## src/design/ubaf_consts.vh

```
// Purpose: Shared constants for the baud select and address filter block
// Assumes: Word registers on AXI4-Lite, register index times four is the byte address
// Notes:   Definitions only, guarded against double inclusion
`ifndef UBAF_CONSTS_VH
`define UBAF_CONSTS_VH

// Register indices
`define UBAF_IDX_RELOAD      10'h09A
`define UBAF_IDX_GEN_CTRL    10'h09B
`define UBAF_IDX_SLV_ADDR    10'h0A9
`define UBAF_IDX_SLV_MASK    10'h0B9
`define UBAF_IDX_SER_CTRL    10'h0C0
`define UBAF_IDX_PWR_CTRL    10'h0C1
`define UBAF_IDX_IRQ_STAT    10'h0C2
`define UBAF_IDX_IRQ_MASK    10'h0C3

// Fields of baud_gen_control
`define UBAF_GC_RUN          4
`define UBAF_GC_TX_GEN       3
`define UBAF_GC_RX_GEN       2
`define UBAF_GC_SPEED        1
`define UBAF_GC_ZERO_GEN     0

// Fields of serial_control
`define UBAF_SC_MODE_HI      7
`define UBAF_SC_MODE_LO      6
`define UBAF_SC_MPE          5
`define UBAF_SC_RI           0

// Fields of power_control
`define UBAF_PC_DOUBLE       7
`define UBAF_PC_FE_VIEW      6

// Interrupt status bits
`define UBAF_IRQ_RX          0
`define UBAF_IRQ_FE          1
`define UBAF_IRQ_GEN         2
`define UBAF_IRQ_W           3

// Reset values
`define UBAF_RST_BYTE        8'h00
`define UBAF_RST_IRQ         3'h0

// Slow mode steps every sixth clock
`define UBAF_SLOW_LAST       3'h5

// Bus responses
`define UBAF_RESP_OKAY       2'h0
`define UBAF_RESP_SLVERR     2'h2

`endif

```

## src/design/ubaf_addr_match.v

```verilog
// Purpose: Given and broadcast slave address comparison
// Assumes: Purely combinational
// Notes:   All-zero address and mask match everything
`timescale 1ns/10ps
`default_nettype none

module ubaf_addr_match #(
    parameter WIDTH = 8
) (
    input  wire [WIDTH-1:0] rx_byte,    // Received byte
    input  wire [WIDTH-1:0] slv_addr,   // slave_address
    input  wire [WIDTH-1:0] slv_mask,   // slave_address_mask
    output wire             hit         // Given or broadcast match
);

    wire [WIDTH-1:0] bcast;
    wire             given_hit;
    wire             bcast_hit;

    // masked compare for the given address
    assign given_hit = ~|((rx_byte ^ slv_addr) & slv_mask);
    // ones of the OR must match
    assign bcast     = slv_addr | slv_mask;
    assign bcast_hit = ((rx_byte & bcast) == bcast);
    assign hit       = given_hit | bcast_hit;

endmodule // ubaf_addr_match
`default_nettype wire

```

## src/design/ubaf_baud_gen.v

```verilog
// Purpose: Internal 8-bit reload baud counter with slow or fast input
// Assumes: Single clock, synchronous active-low reset
// Notes:   Tick is a one-cycle pulse on each overflow
`timescale 1ns/10ps
`default_nettype none
`include "ubaf_consts.vh"

module ubaf_baud_gen #(
    parameter WIDTH = 8
) (
    input  wire             aclk,      // System clock
    input  wire             aresetn,   // Synchronous reset, active low
    input  wire             run,       // Count enable
    input  wire             fast,      // 1 undivided clock, 0 divided by six
    input  wire [WIDTH-1:0] reload,    // Reload value on overflow
    output reg  [WIDTH-1:0] count_q,   // Current counter value
    output reg              tick_q     // Overflow pulse
);

    reg  [2:0] pre_q;
    wire       step;

    // Prescaler step; cleared while halted so restart is clean
    assign step = run & (fast | (pre_q == `UBAF_SLOW_LAST));

    always @(posedge aclk)
    begin
        if (!aresetn)
            pre_q <= 3'h0;
        else if (!run || fast || pre_q == `UBAF_SLOW_LAST)
            pre_q <= 3'h0;
        else
            pre_q <= pre_q + 3'h1;
    end

    always @(posedge aclk)
    begin
        if (!aresetn)
        begin
            count_q <= {WIDTH{1'b0}};
            tick_q  <= 1'b0;
        end
        else
        begin
            tick_q <= 1'b0;
            if (step)
            begin
                if (&count_q)
                begin
                    count_q <= reload;
                    tick_q  <= 1'b1;
                end
                else
                    count_q <= count_q + {{(WIDTH-1){1'b0}}, 1'b1};
            end
        end
    end

endmodule // ubaf_baud_gen
`default_nettype wire

```

## src/design/ubaf_top.v

```verilog
// Purpose: Baud source selection, framing error flag and address filter with AXI4-Lite registers
// Assumes: Receive engine pulses once per finished frame
// Notes:   Shift engines and timers live outside; this block only steers and filters
`timescale 1ns/10ps
`default_nettype none
`include "ubaf_consts.vh"

// Notes on behaviour
// - Internal baud counter runs only while the run bit is one.
// - Transmit clock comes from the timers when bit 3 is zero, else generator.
// - Receive clock comes from the timers when bit 2 is zero, else generator.
// - Speed bit selects system clock over six, or undivided system clock.
// - Zero-mode source bit routes generator overflow to the shift mode clock.
// - A missing stop bit in a received frame sets framing error in modes 1, 2 and 3.
// - Serial control bit 7 is framing error when view select is one, else mode bit.
// - Hardware never clears framing error; only a software write of zero with view select one does.
// - Framing errors are recorded even while the view select bit is zero.
// - Filtering acts only with multiprocessor enable set in modes 1, 2 and 3.
// - Nine-bit modes with filtering set receive flag only on address match.
// - In modes 2 and 3 only frames with ninth bit one count as address candidates.
// - Mode 1 with filtering needs a valid stop bit and an address match.
// - Mode 0 ignores filtering whatever multiprocessor enable says.
// - Given address compares received bits where the mask is one.
// - Broadcast address is address OR mask; its ones must match.
module ubaf_top #(
    parameter AW = 12
) (
    input  wire          aclk,             // System clock, 40 MHz
    input  wire          aresetn,          // Synchronous reset, active low
    input  wire [AW-1:0] s_axi_awaddr,     // Write address
    input  wire          s_axi_awvalid,    // Write address valid
    output reg           s_axi_awready,    // Write address ready
    input  wire [31:0]   s_axi_wdata,      // Write data
    input  wire [3:0]    s_axi_wstrb,      // Write strobes
    input  wire          s_axi_wvalid,     // Write data valid
    output reg           s_axi_wready,     // Write data ready
    output reg  [1:0]    s_axi_bresp,      // Write response
    output reg           s_axi_bvalid,     // Write response valid
    input  wire          s_axi_bready,     // Write response ready
    input  wire [AW-1:0] s_axi_araddr,     // Read address
    input  wire          s_axi_arvalid,    // Read address valid
    output reg           s_axi_arready,    // Read address ready
    output reg  [31:0]   s_axi_rdata,      // Read data
    output reg  [1:0]    s_axi_rresp,      // Read response
    output reg           s_axi_rvalid,     // Read data valid
    input  wire          s_axi_rready,     // Read data ready
    input  wire          t1_overflow,      // Timer 1 overflow pulse
    input  wire          t2_overflow,      // Timer 2 overflow pulse
    input  wire          timer2_tx_clock_select, // Timer 2 drives transmit
    input  wire          timer2_rx_clock_select, // Timer 2 drives receive
    input  wire          zero_mode_default_tick, // Default mode 0 shift tick
    input  wire          rx_frame_done,    // Receive frame finished, pulse
    input  wire [7:0]    rx_byte,          // Received eight data bits
    input  wire          rx_bit9,          // Ninth bit in modes 2 and 3
    input  wire          rx_stop_bit,      // Sampled stop bit level
    output reg           tx_bit_clock,     // Transmit baud tick
    output reg           rx_bit_clock,     // Receive baud tick
    output reg           zero_mode_tick,   // Mode 0 shift tick
    output reg  [1:0]    serial_mode,      // Mode bits high and low
    output reg           baud_double,      // baud_double_select level
    output reg           rx_accept,        // Frame accepted pulse
    output reg           irq               // Level interrupt
);

    // Register state
    reg  [7:0] reload_q;
    reg  [4:0] gen_ctrl_q;
    reg  [7:0] slv_addr_q;
    reg  [7:0] slv_mask_q;
    reg        mode_hi_q;
    reg        mode_lo_q;
    reg        mpe_q;
    reg        ri_q;
    reg        fe_q;
    reg        dbl_q;
    reg        fe_view_q;
    reg  [`UBAF_IRQ_W-1:0] stat_q;
    reg  [`UBAF_IRQ_W-1:0] mask_q;

    // Write channel holding
    reg          aw_held_q;
    reg [AW-1:0] aw_addr_q;
    reg          w_held_q;
    reg  [31:0]  w_data_q;
    reg  [3:0]   w_strb_q;

    wire       gen_tick;
    wire       addr_hit;
    wire       do_write;
    wire       wr_lane;
    wire [9:0] wr_idx;
    wire [9:0] rd_idx;
    reg        wr_ok;
    reg [31:0] rd_word;
    reg        rd_ok;

    // Frame evaluation
    reg        fe_event;
    reg        ri_event;
    wire [1:0] mode;

    assign mode     = {mode_hi_q, mode_lo_q};
    assign do_write = aw_held_q & w_held_q & ~s_axi_bvalid;
    assign wr_lane  = w_strb_q[0];
    assign wr_idx   = aw_addr_q[11:2];
    assign rd_idx   = s_axi_araddr[11:2];

    ubaf_baud_gen #(
        .WIDTH   (8)
    ) u_gen (
        .aclk    (aclk),
        .aresetn (aresetn),
        .run     (gen_ctrl_q[`UBAF_GC_RUN]),
        .fast    (gen_ctrl_q[`UBAF_GC_SPEED]),
        .reload  (reload_q),
        .count_q (),
        .tick_q  (gen_tick)
    );

    ubaf_addr_match #(
        .WIDTH    (8)
    ) u_match (
        .rx_byte  (rx_byte),
        .slv_addr (slv_addr_q),
        .slv_mask (slv_mask_q),
        .hit      (addr_hit)
    );

    // Decide flag updates for a finished frame
    always @*
    begin
        fe_event = 1'b0;
        ri_event = 1'b0;
        if (rx_frame_done)
        begin
            fe_event = (mode != 2'h0) & ~rx_stop_bit;
            case (mode)
                2'h0: ri_event = 1'b1;
                2'h1: ri_event = mpe_q ? (rx_stop_bit & addr_hit) : 1'b1;
                2'h2: ri_event = mpe_q ? (rx_bit9 & addr_hit) : 1'b1;
                2'h3: ri_event = mpe_q ? (rx_bit9 & addr_hit) : 1'b1;
                default: ri_event = 1'b0;
            endcase
        end
    end

    // Write address decode
    always @*
    begin
        case (wr_idx)
            `UBAF_IDX_RELOAD,
            `UBAF_IDX_GEN_CTRL,
            `UBAF_IDX_SLV_ADDR,
            `UBAF_IDX_SLV_MASK,
            `UBAF_IDX_SER_CTRL,
            `UBAF_IDX_PWR_CTRL,
            `UBAF_IDX_IRQ_STAT,
            `UBAF_IDX_IRQ_MASK: wr_ok = 1'b1;
            default:            wr_ok = 1'b0;
        endcase
    end

    // Read decode; reserved bits read as zero
    always @*
    begin
        rd_word = 32'h0000_0000;
        rd_ok   = 1'b1;
        case (rd_idx)
            `UBAF_IDX_RELOAD:   rd_word[7:0] = reload_q;
            `UBAF_IDX_GEN_CTRL: rd_word[4:0] = gen_ctrl_q;
            `UBAF_IDX_SLV_ADDR: rd_word[7:0] = slv_addr_q;
            `UBAF_IDX_SLV_MASK: rd_word[7:0] = slv_mask_q;
            // bit 7 view depends on select
            `UBAF_IDX_SER_CTRL: rd_word[7:0] = {(fe_view_q ? fe_q : mode_hi_q), mode_lo_q, mpe_q, 4'h0, ri_q};
            `UBAF_IDX_PWR_CTRL: rd_word[7:0] = {dbl_q, fe_view_q, 6'h00};
            `UBAF_IDX_IRQ_STAT: rd_word[`UBAF_IRQ_W-1:0] = stat_q;
            `UBAF_IDX_IRQ_MASK: rd_word[`UBAF_IRQ_W-1:0] = mask_q;
            default:            rd_ok = 1'b0;
        endcase
    end

    // Write channel: address and data taken in either order
    always @(posedge aclk)
    begin
        if (!aresetn)
        begin
            aw_held_q     <= 1'b0;
            aw_addr_q     <= {AW{1'b0}};
            w_held_q      <= 1'b0;
            w_data_q      <= 32'h0000_0000;
            w_strb_q      <= 4'h0;
            s_axi_awready <= 1'b0;
            s_axi_wready  <= 1'b0;
            s_axi_bvalid  <= 1'b0;
            s_axi_bresp   <= `UBAF_RESP_OKAY;
        end
        else
        begin
            s_axi_awready <= ~aw_held_q & ~(s_axi_awvalid & s_axi_awready);
            s_axi_wready  <= ~w_held_q & ~(s_axi_wvalid & s_axi_wready);
            if (s_axi_awvalid && s_axi_awready)
            begin
                aw_held_q <= 1'b1;
                aw_addr_q <= s_axi_awaddr;
            end
            if (s_axi_wvalid && s_axi_wready)
            begin
                w_held_q <= 1'b1;
                w_data_q <= s_axi_wdata;
                w_strb_q <= s_axi_wstrb;
            end
            if (do_write)
            begin
                aw_held_q    <= 1'b0;
                w_held_q     <= 1'b0;
                s_axi_bvalid <= 1'b1;
                s_axi_bresp  <= wr_ok ? `UBAF_RESP_OKAY : `UBAF_RESP_SLVERR;
            end
            else if (s_axi_bvalid && s_axi_bready)
                s_axi_bvalid <= 1'b0;
        end
    end

    // Read channel: one-cycle answer, one read in flight
    always @(posedge aclk)
    begin
        if (!aresetn)
        begin
            s_axi_arready <= 1'b0;
            s_axi_rvalid  <= 1'b0;
            s_axi_rdata   <= 32'h0000_0000;
            s_axi_rresp   <= `UBAF_RESP_OKAY;
        end
        else if (s_axi_arvalid && s_axi_arready)
        begin
            s_axi_arready <= 1'b0;
            s_axi_rvalid  <= 1'b1;
            s_axi_rdata   <= rd_word;
            s_axi_rresp   <= rd_ok ? `UBAF_RESP_OKAY : `UBAF_RESP_SLVERR;
        end
        else if (s_axi_rvalid && s_axi_rready)
        begin
            s_axi_rvalid  <= 1'b0;
            s_axi_arready <= 1'b1;
        end
        else if (!s_axi_rvalid)
            s_axi_arready <= 1'b1;
    end

    // Plain configuration registers; only the low byte lane is stored
    always @(posedge aclk)
    begin
        if (!aresetn)
        begin
            reload_q   <= `UBAF_RST_BYTE;
            gen_ctrl_q <= 5'h00;
            slv_addr_q <= `UBAF_RST_BYTE;
            slv_mask_q <= `UBAF_RST_BYTE;
            mode_lo_q  <= 1'b0;
            mpe_q      <= 1'b0;
            dbl_q      <= 1'b0;
            fe_view_q  <= 1'b0;
            mask_q     <= `UBAF_RST_IRQ;
        end
        else if (do_write && wr_lane)
        begin
            case (wr_idx)
                `UBAF_IDX_RELOAD:   reload_q   <= w_data_q[7:0];
                `UBAF_IDX_GEN_CTRL: gen_ctrl_q <= w_data_q[4:0];
                `UBAF_IDX_SLV_ADDR: slv_addr_q <= w_data_q[7:0];
                `UBAF_IDX_SLV_MASK: slv_mask_q <= w_data_q[7:0];
                `UBAF_IDX_SER_CTRL:
                begin
                    mode_lo_q <= w_data_q[`UBAF_SC_MODE_LO];
                    mpe_q     <= w_data_q[`UBAF_SC_MPE];
                end
                `UBAF_IDX_PWR_CTRL:
                begin
                    dbl_q     <= w_data_q[`UBAF_PC_DOUBLE];
                    fe_view_q <= w_data_q[`UBAF_PC_FE_VIEW];
                end
                `UBAF_IDX_IRQ_MASK: mask_q <= w_data_q[`UBAF_IRQ_W-1:0];
                default:            mask_q <= mask_q;
            endcase
        end
    end

    // Bit 7, framing error and receive flag; hardware set wins over a write
    always @(posedge aclk)
    begin
        if (!aresetn)
        begin
            mode_hi_q <= 1'b0;
            fe_q      <= 1'b0;
            ri_q      <= 1'b0;
        end
        else
        begin
            if (do_write && wr_lane && wr_idx == `UBAF_IDX_SER_CTRL)
            begin
                if (fe_view_q)
                    fe_q <= w_data_q[`UBAF_SC_MODE_HI] | fe_event;
                else
                    mode_hi_q <= w_data_q[`UBAF_SC_MODE_HI];
                ri_q <= w_data_q[`UBAF_SC_RI] | ri_event;
            end
            else
            begin
                fe_q <= fe_q | fe_event;
                ri_q <= ri_q | ri_event;
            end
            if (do_write && wr_lane && wr_idx == `UBAF_IDX_SER_CTRL && !fe_view_q)
                fe_q <= fe_q | fe_event;
        end
    end

    // Sticky interrupt status, write one to clear, new events win
    always @(posedge aclk)
    begin
        if (!aresetn)
            stat_q <= `UBAF_RST_IRQ;
        else if (do_write && wr_lane && wr_idx == `UBAF_IDX_IRQ_STAT)
            stat_q <= (stat_q & ~w_data_q[`UBAF_IRQ_W-1:0]) | {gen_tick, fe_event, ri_event};
        else
            stat_q <= stat_q | {gen_tick, fe_event, ri_event};
    end

    // Clock steering and registered outputs; one cycle later than the source tick
    always @(posedge aclk)
    begin
        if (!aresetn)
        begin
            tx_bit_clock   <= 1'b0;
            rx_bit_clock   <= 1'b0;
            zero_mode_tick <= 1'b0;
            serial_mode    <= 2'h0;
            baud_double    <= 1'b0;
            rx_accept      <= 1'b0;
            irq            <= 1'b0;
        end
        else
        begin
            tx_bit_clock   <= gen_ctrl_q[`UBAF_GC_TX_GEN] ? gen_tick :
                              (timer2_tx_clock_select ? t2_overflow : t1_overflow);
            rx_bit_clock   <= gen_ctrl_q[`UBAF_GC_RX_GEN] ? gen_tick :
                              (timer2_rx_clock_select ? t2_overflow : t1_overflow);
            zero_mode_tick <= gen_ctrl_q[`UBAF_GC_ZERO_GEN] ? gen_tick : zero_mode_default_tick;
            serial_mode    <= mode;
            baud_double    <= dbl_q;
            rx_accept      <= ri_event;
            irq            <= |(stat_q & mask_q);
        end
    end

endmodule // ubaf_top
`default_nettype wire
```

## config.mk

```make
export PLATFORM = sky130hd
export DESIGN_NAME = ubaf_top
export DESIGN_NICKNAME = d
export VERILOG_FILES = /design/src/design/ubaf_addr_match.v /design/src/design/ubaf_baud_gen.v /design/src/design/ubaf_top.v
export VERILOG_INCLUDE_DIRS = /design/src /design/src/design
export SDC_FILE = /design/constraint.sdc
export NUM_CORES = 1
export LEC_CHECK = 0
export BUFFER_PORTS_ARGS = -buffer_cell sky130_fd_sc_hd__buf_2
export CORE_ASPECT_RATIO = 1.4
export CORE_MARGIN = 2
export CORE_UTILIZATION = 56
export CTS_BUF_LIST = sky130_fd_sc_hd__clkbuf_16
export CTS_CLUSTER_DIAMETER = 150
export DETAILED_ROUTE_END_ITERATION = 8
export GPL_TIMING_DRIVEN = 0
export HOLD_SLACK_MARGIN = 0.03
export PLACE_DENSITY_LB_ADDON = 0.05
export SLEW_MARGIN = 20
export SYNTH_ARGS = -nofsm -noshare
export SYNTH_HDL_FRONTEND = slang
export SYNTH_HIERARCHICAL = 1
export SYNTH_SLANG_ARGS = --single-unit
```

## constraint.sdc

```tcl
create_clock -name aclk -period 3.5 [get_ports aclk]
set_clock_uncertainty 0.15 [all_clocks]
set_input_delay 0.525 -clock aclk [delete_from_list [all_inputs] [get_ports aclk]]
set_output_delay 0.525 -clock aclk [all_outputs]
set_load 0.05 [all_outputs]
```

==> results.sh <==
export IMPL_syn_inst=541
export IMPL_die_width_um=80.6
export IMPL_ys_seq_area_share_pct=42.7
export IMPL_worstPathArrival_ps=2490
export IMPL_htreeDepth=3
export IMPL_drtPass1Iterations=5
export IMPL_antenna_found_initial=0
export IMPL_cts_buffers=9
export IMPL_vias=4185
export IMPL_drv_cap=0
export IMPL_track_usage_pct=27.2
export IMPL_async_flop_share_pct=0
export IMPL_synthTopCellsByCount="dfxtp_1 (98), nand2_1 (76), a21oi_1 (45), nor2_1 (42), mux2i_1 (30)"
export IMPL_die_h_um=111
export IMPL_ys_flop_type="dfxtp_1"
export IMPL_worst_slack_ps=1100
export IMPL_utilization_pct=68.9
export IMPL_ant_nets=0
export IMPL_syn_to_final_growth_pct=20.6
export IMPL_cts_num_sinks=98
export IMPL_grt_pass1_vias=3830
export IMPL_diodes=0
export IMPL_synth_top_family_by_area="simple AND/OR/NAND/NOR gates"
export IMPL_dieArea_um2=8960
export IMPL_root_buffer="clkbuf_16"
export IMPL_worstPathMaxFanout=10
export IMPL_crit_required_ps=3590
export IMPL_hold_depth=3
export IMPL_synth_xor_area_share_pct=1.52
export IMPL_hold_class="input port to register"
export IMPL_syn_area_um2=4600
export IMPL_hold_buffers=0
export IMPL_tightest_slew_ps=637
export IMPL_met2_length_mm=6.04
export IMPL_peakVddDrop_uv=455
export IMPL_timing_fmax_ghz=0.417
export IMPL_postSynthAreaPerCell_um2=8.50
export IMPL_grt_setup_unrepaired="false"
export IMPL_grt_overflow=0
export IMPL_yosysMostFrequentCell="dfxtp_1"
export IMPL_wl_met3_um=566
export IMPL_clockBufferDepth=2
export IMPL_ios=132
export IMPL_total_power_uw=2630
export IMPL_grt_max_degree=17
export IMPL_drive_above_1_share_pct=21.9
export IMPL_vias_per_cell=5.54
export IMPL_status="complete, no violations"
export IMPL_ctsResizeCount=0
export IMPL_fill_cells=722
export IMPL_synth_edf_count=0
export IMPL_ys_ff_latch=98
export IMPL_final_nets=735
export IMPL_drt_iter0_drc=254
export IMPL_synth_compound_gate_area_share_pct=17.4
export IMPL_path_clk_slew_ps=70
export IMPL_gp_congestion=0.930
export IMPL_yosysTopAreaCell="dfxtp_1"
export IMPL_routed_wl_mm=11.8
export IMPL_min_period_ps=2400
export IMPL_power_density_nw_per_um2=475
export IMPL_synth_cell_types=65
export IMPL_finalSetupViolCount=0
export IMPL_grt_pass1_wl_mm=18.6
export IMPL_synth_top_area_share_pct=42.7
export IMPL_reg2reg_depth=6
export IMPL_synth_fa_ha_area_share_pct=0.817
export IMPL_core_area_um2=8050
export IMPL_remaining_drc_errors=0
export IMPL_cts_tree="built"
export IMPL_routedWlPerCell_um=15.6
export IMPL_hold_violations=0
export IMPL_leakage_uw=0.00236
export IMPL_start_util_pct=57.1
export IMPL_port_buffers=72
export IMPL_top_layer="met4"
export IMPL_finalMaxSlewViolations=0
export IMPL_slew_headroom_pct=57.2
export IMPL_postCtsSetupBuffers=0
export IMPL_wl_met1_mm=4.75
export IMPL_rows=39
export IMPL_yosys_area_share_simple_pct=21.5
export IMPL_critical_path_class="register to register"
export IMPL_synth_area_leaders="dfxtp_1 (43%), mux2i_1 (6.5%), nand2_1 (6.2%)"
export IMPL_place_ws_ps=979
export IMPL_synth_area_mux_share_pct=8.25
export IMPL_yosysWarnings=6
export IMPL_post_dp_hpwl_mm=8.86
export IMPL_end_kind="register"
export IMPL_setup_tns_ps=0
export IMPL_start_kind="register"
export IMPL_post_route_period_util_pct=68.6
export IMPL_clock_latency_ps=340
## metal layers
metal	GRT usage (%)	vias up
li1	-	2083
met1	31.1	1945
met2	47.2	129
met3	4.64	28
met4	14.2	0
met5	0	-
## final cells by class
| type | instances | area, um^2 | area share [%] |
|---|---|---|---|
| repair buffers | 72 | 360 | 6.50 |
| clock inverters | 7 | 140 | 2.53 |
| multi-input cells | 402 | 2370 | 42.8 |
| plain buffers | 54 | 310 | 5.60 |
| flip-flops and latches | 98 | 1960 | 35.4 |
| inverters | 12 | 45.0 | 0.812 |
| well taps | 102 | 128 | 2.30 |
| clock buffers | 9 | 225 | 4.06 |
## report_power, final
group	switching (uW)	internal, uW	leakage [uW]
Clock	433	771	0.000177
Combinational	181	81.8	0.00138
Sequential	26.1	1140	0.000795
## critical path, cell delays in order, from the launching register on
cell and delay, ps:
dfxtp_1 320, nor4b_1 450, nand4b_1 180, clkbuf_1 240, or4_1 500, buf_2 200
a31o_2 250
## state kept, by name (all words and copies together) (netlist names), 2 cells and up
signal / flops
reload_q: 8
stat_q: 3
aw_addr_q: 10
slv_addr_q: 8
w_data_q: 8
u_gen/pre_q: 3
mask_q: 3
serial_mode: 2
s_axi_rdata: 8
u_gen/count_q: 8
slv_mask_q: 8
gen_ctrl_q: 5
## through the flow
stage	instance area [um^2]	cells	hold slack, ps
global placement	5180	740	278
finish	5540	756	265
detailed placement	5180	740	294
global route	5540	756	261
floorplan	4690	566	271
CTS	5540	756	257
## placed cells by master (no fill, tap or decap), drive strengths merged, types with 5 or more instances in the layout
cell    instances
dfxtp          98
mux2i          30
and2            8
a211oi          6
nor2           43
inv            14
nand3          17
o21ai          28
mux2            7
nand4           5
a22oi           5
a31oi           9
nor3           13
xor2            8
conb           26
o22ai           6
nand2          76
clkbuf         33
nand3b          5
and3            5
buf           102
a21oi          45
## final timing paths
check	to	start	slack, ps
worst max register to register	gen_ctrl_q[1]$_SDFFE_PN0P_	aw_addr_q[10]$_SDFFE_PN0P_	1100
worst max-delay path	gen_ctrl_q[1]$_SDFFE_PN0P_	aw_addr_q[10]$_SDFFE_PN0P_	1100
worst min register to register	s_axi_rdata[2]$_SDFFE_PN0P_	s_axi_rdata[2]$_SDFFE_PN0P_	310
worst min-delay path	aw_addr_q[11]$_SDFFE_PN0P_	s_axi_awaddr[11]	260
## logic make-up (layout without fill, tap and decap cells)
logic type                 Yosys count  count (layout)
and+or+nand+nor                    201             201
muxes                               37              37
adders and majority gates            3               3
other                                1              26
DFF                                 98              98
buffers and inverters               66             154
xor gates and xnor gates             8               8
AOI/OAI and AO/OA                  127             127
(Power assumes the default switching activity.)
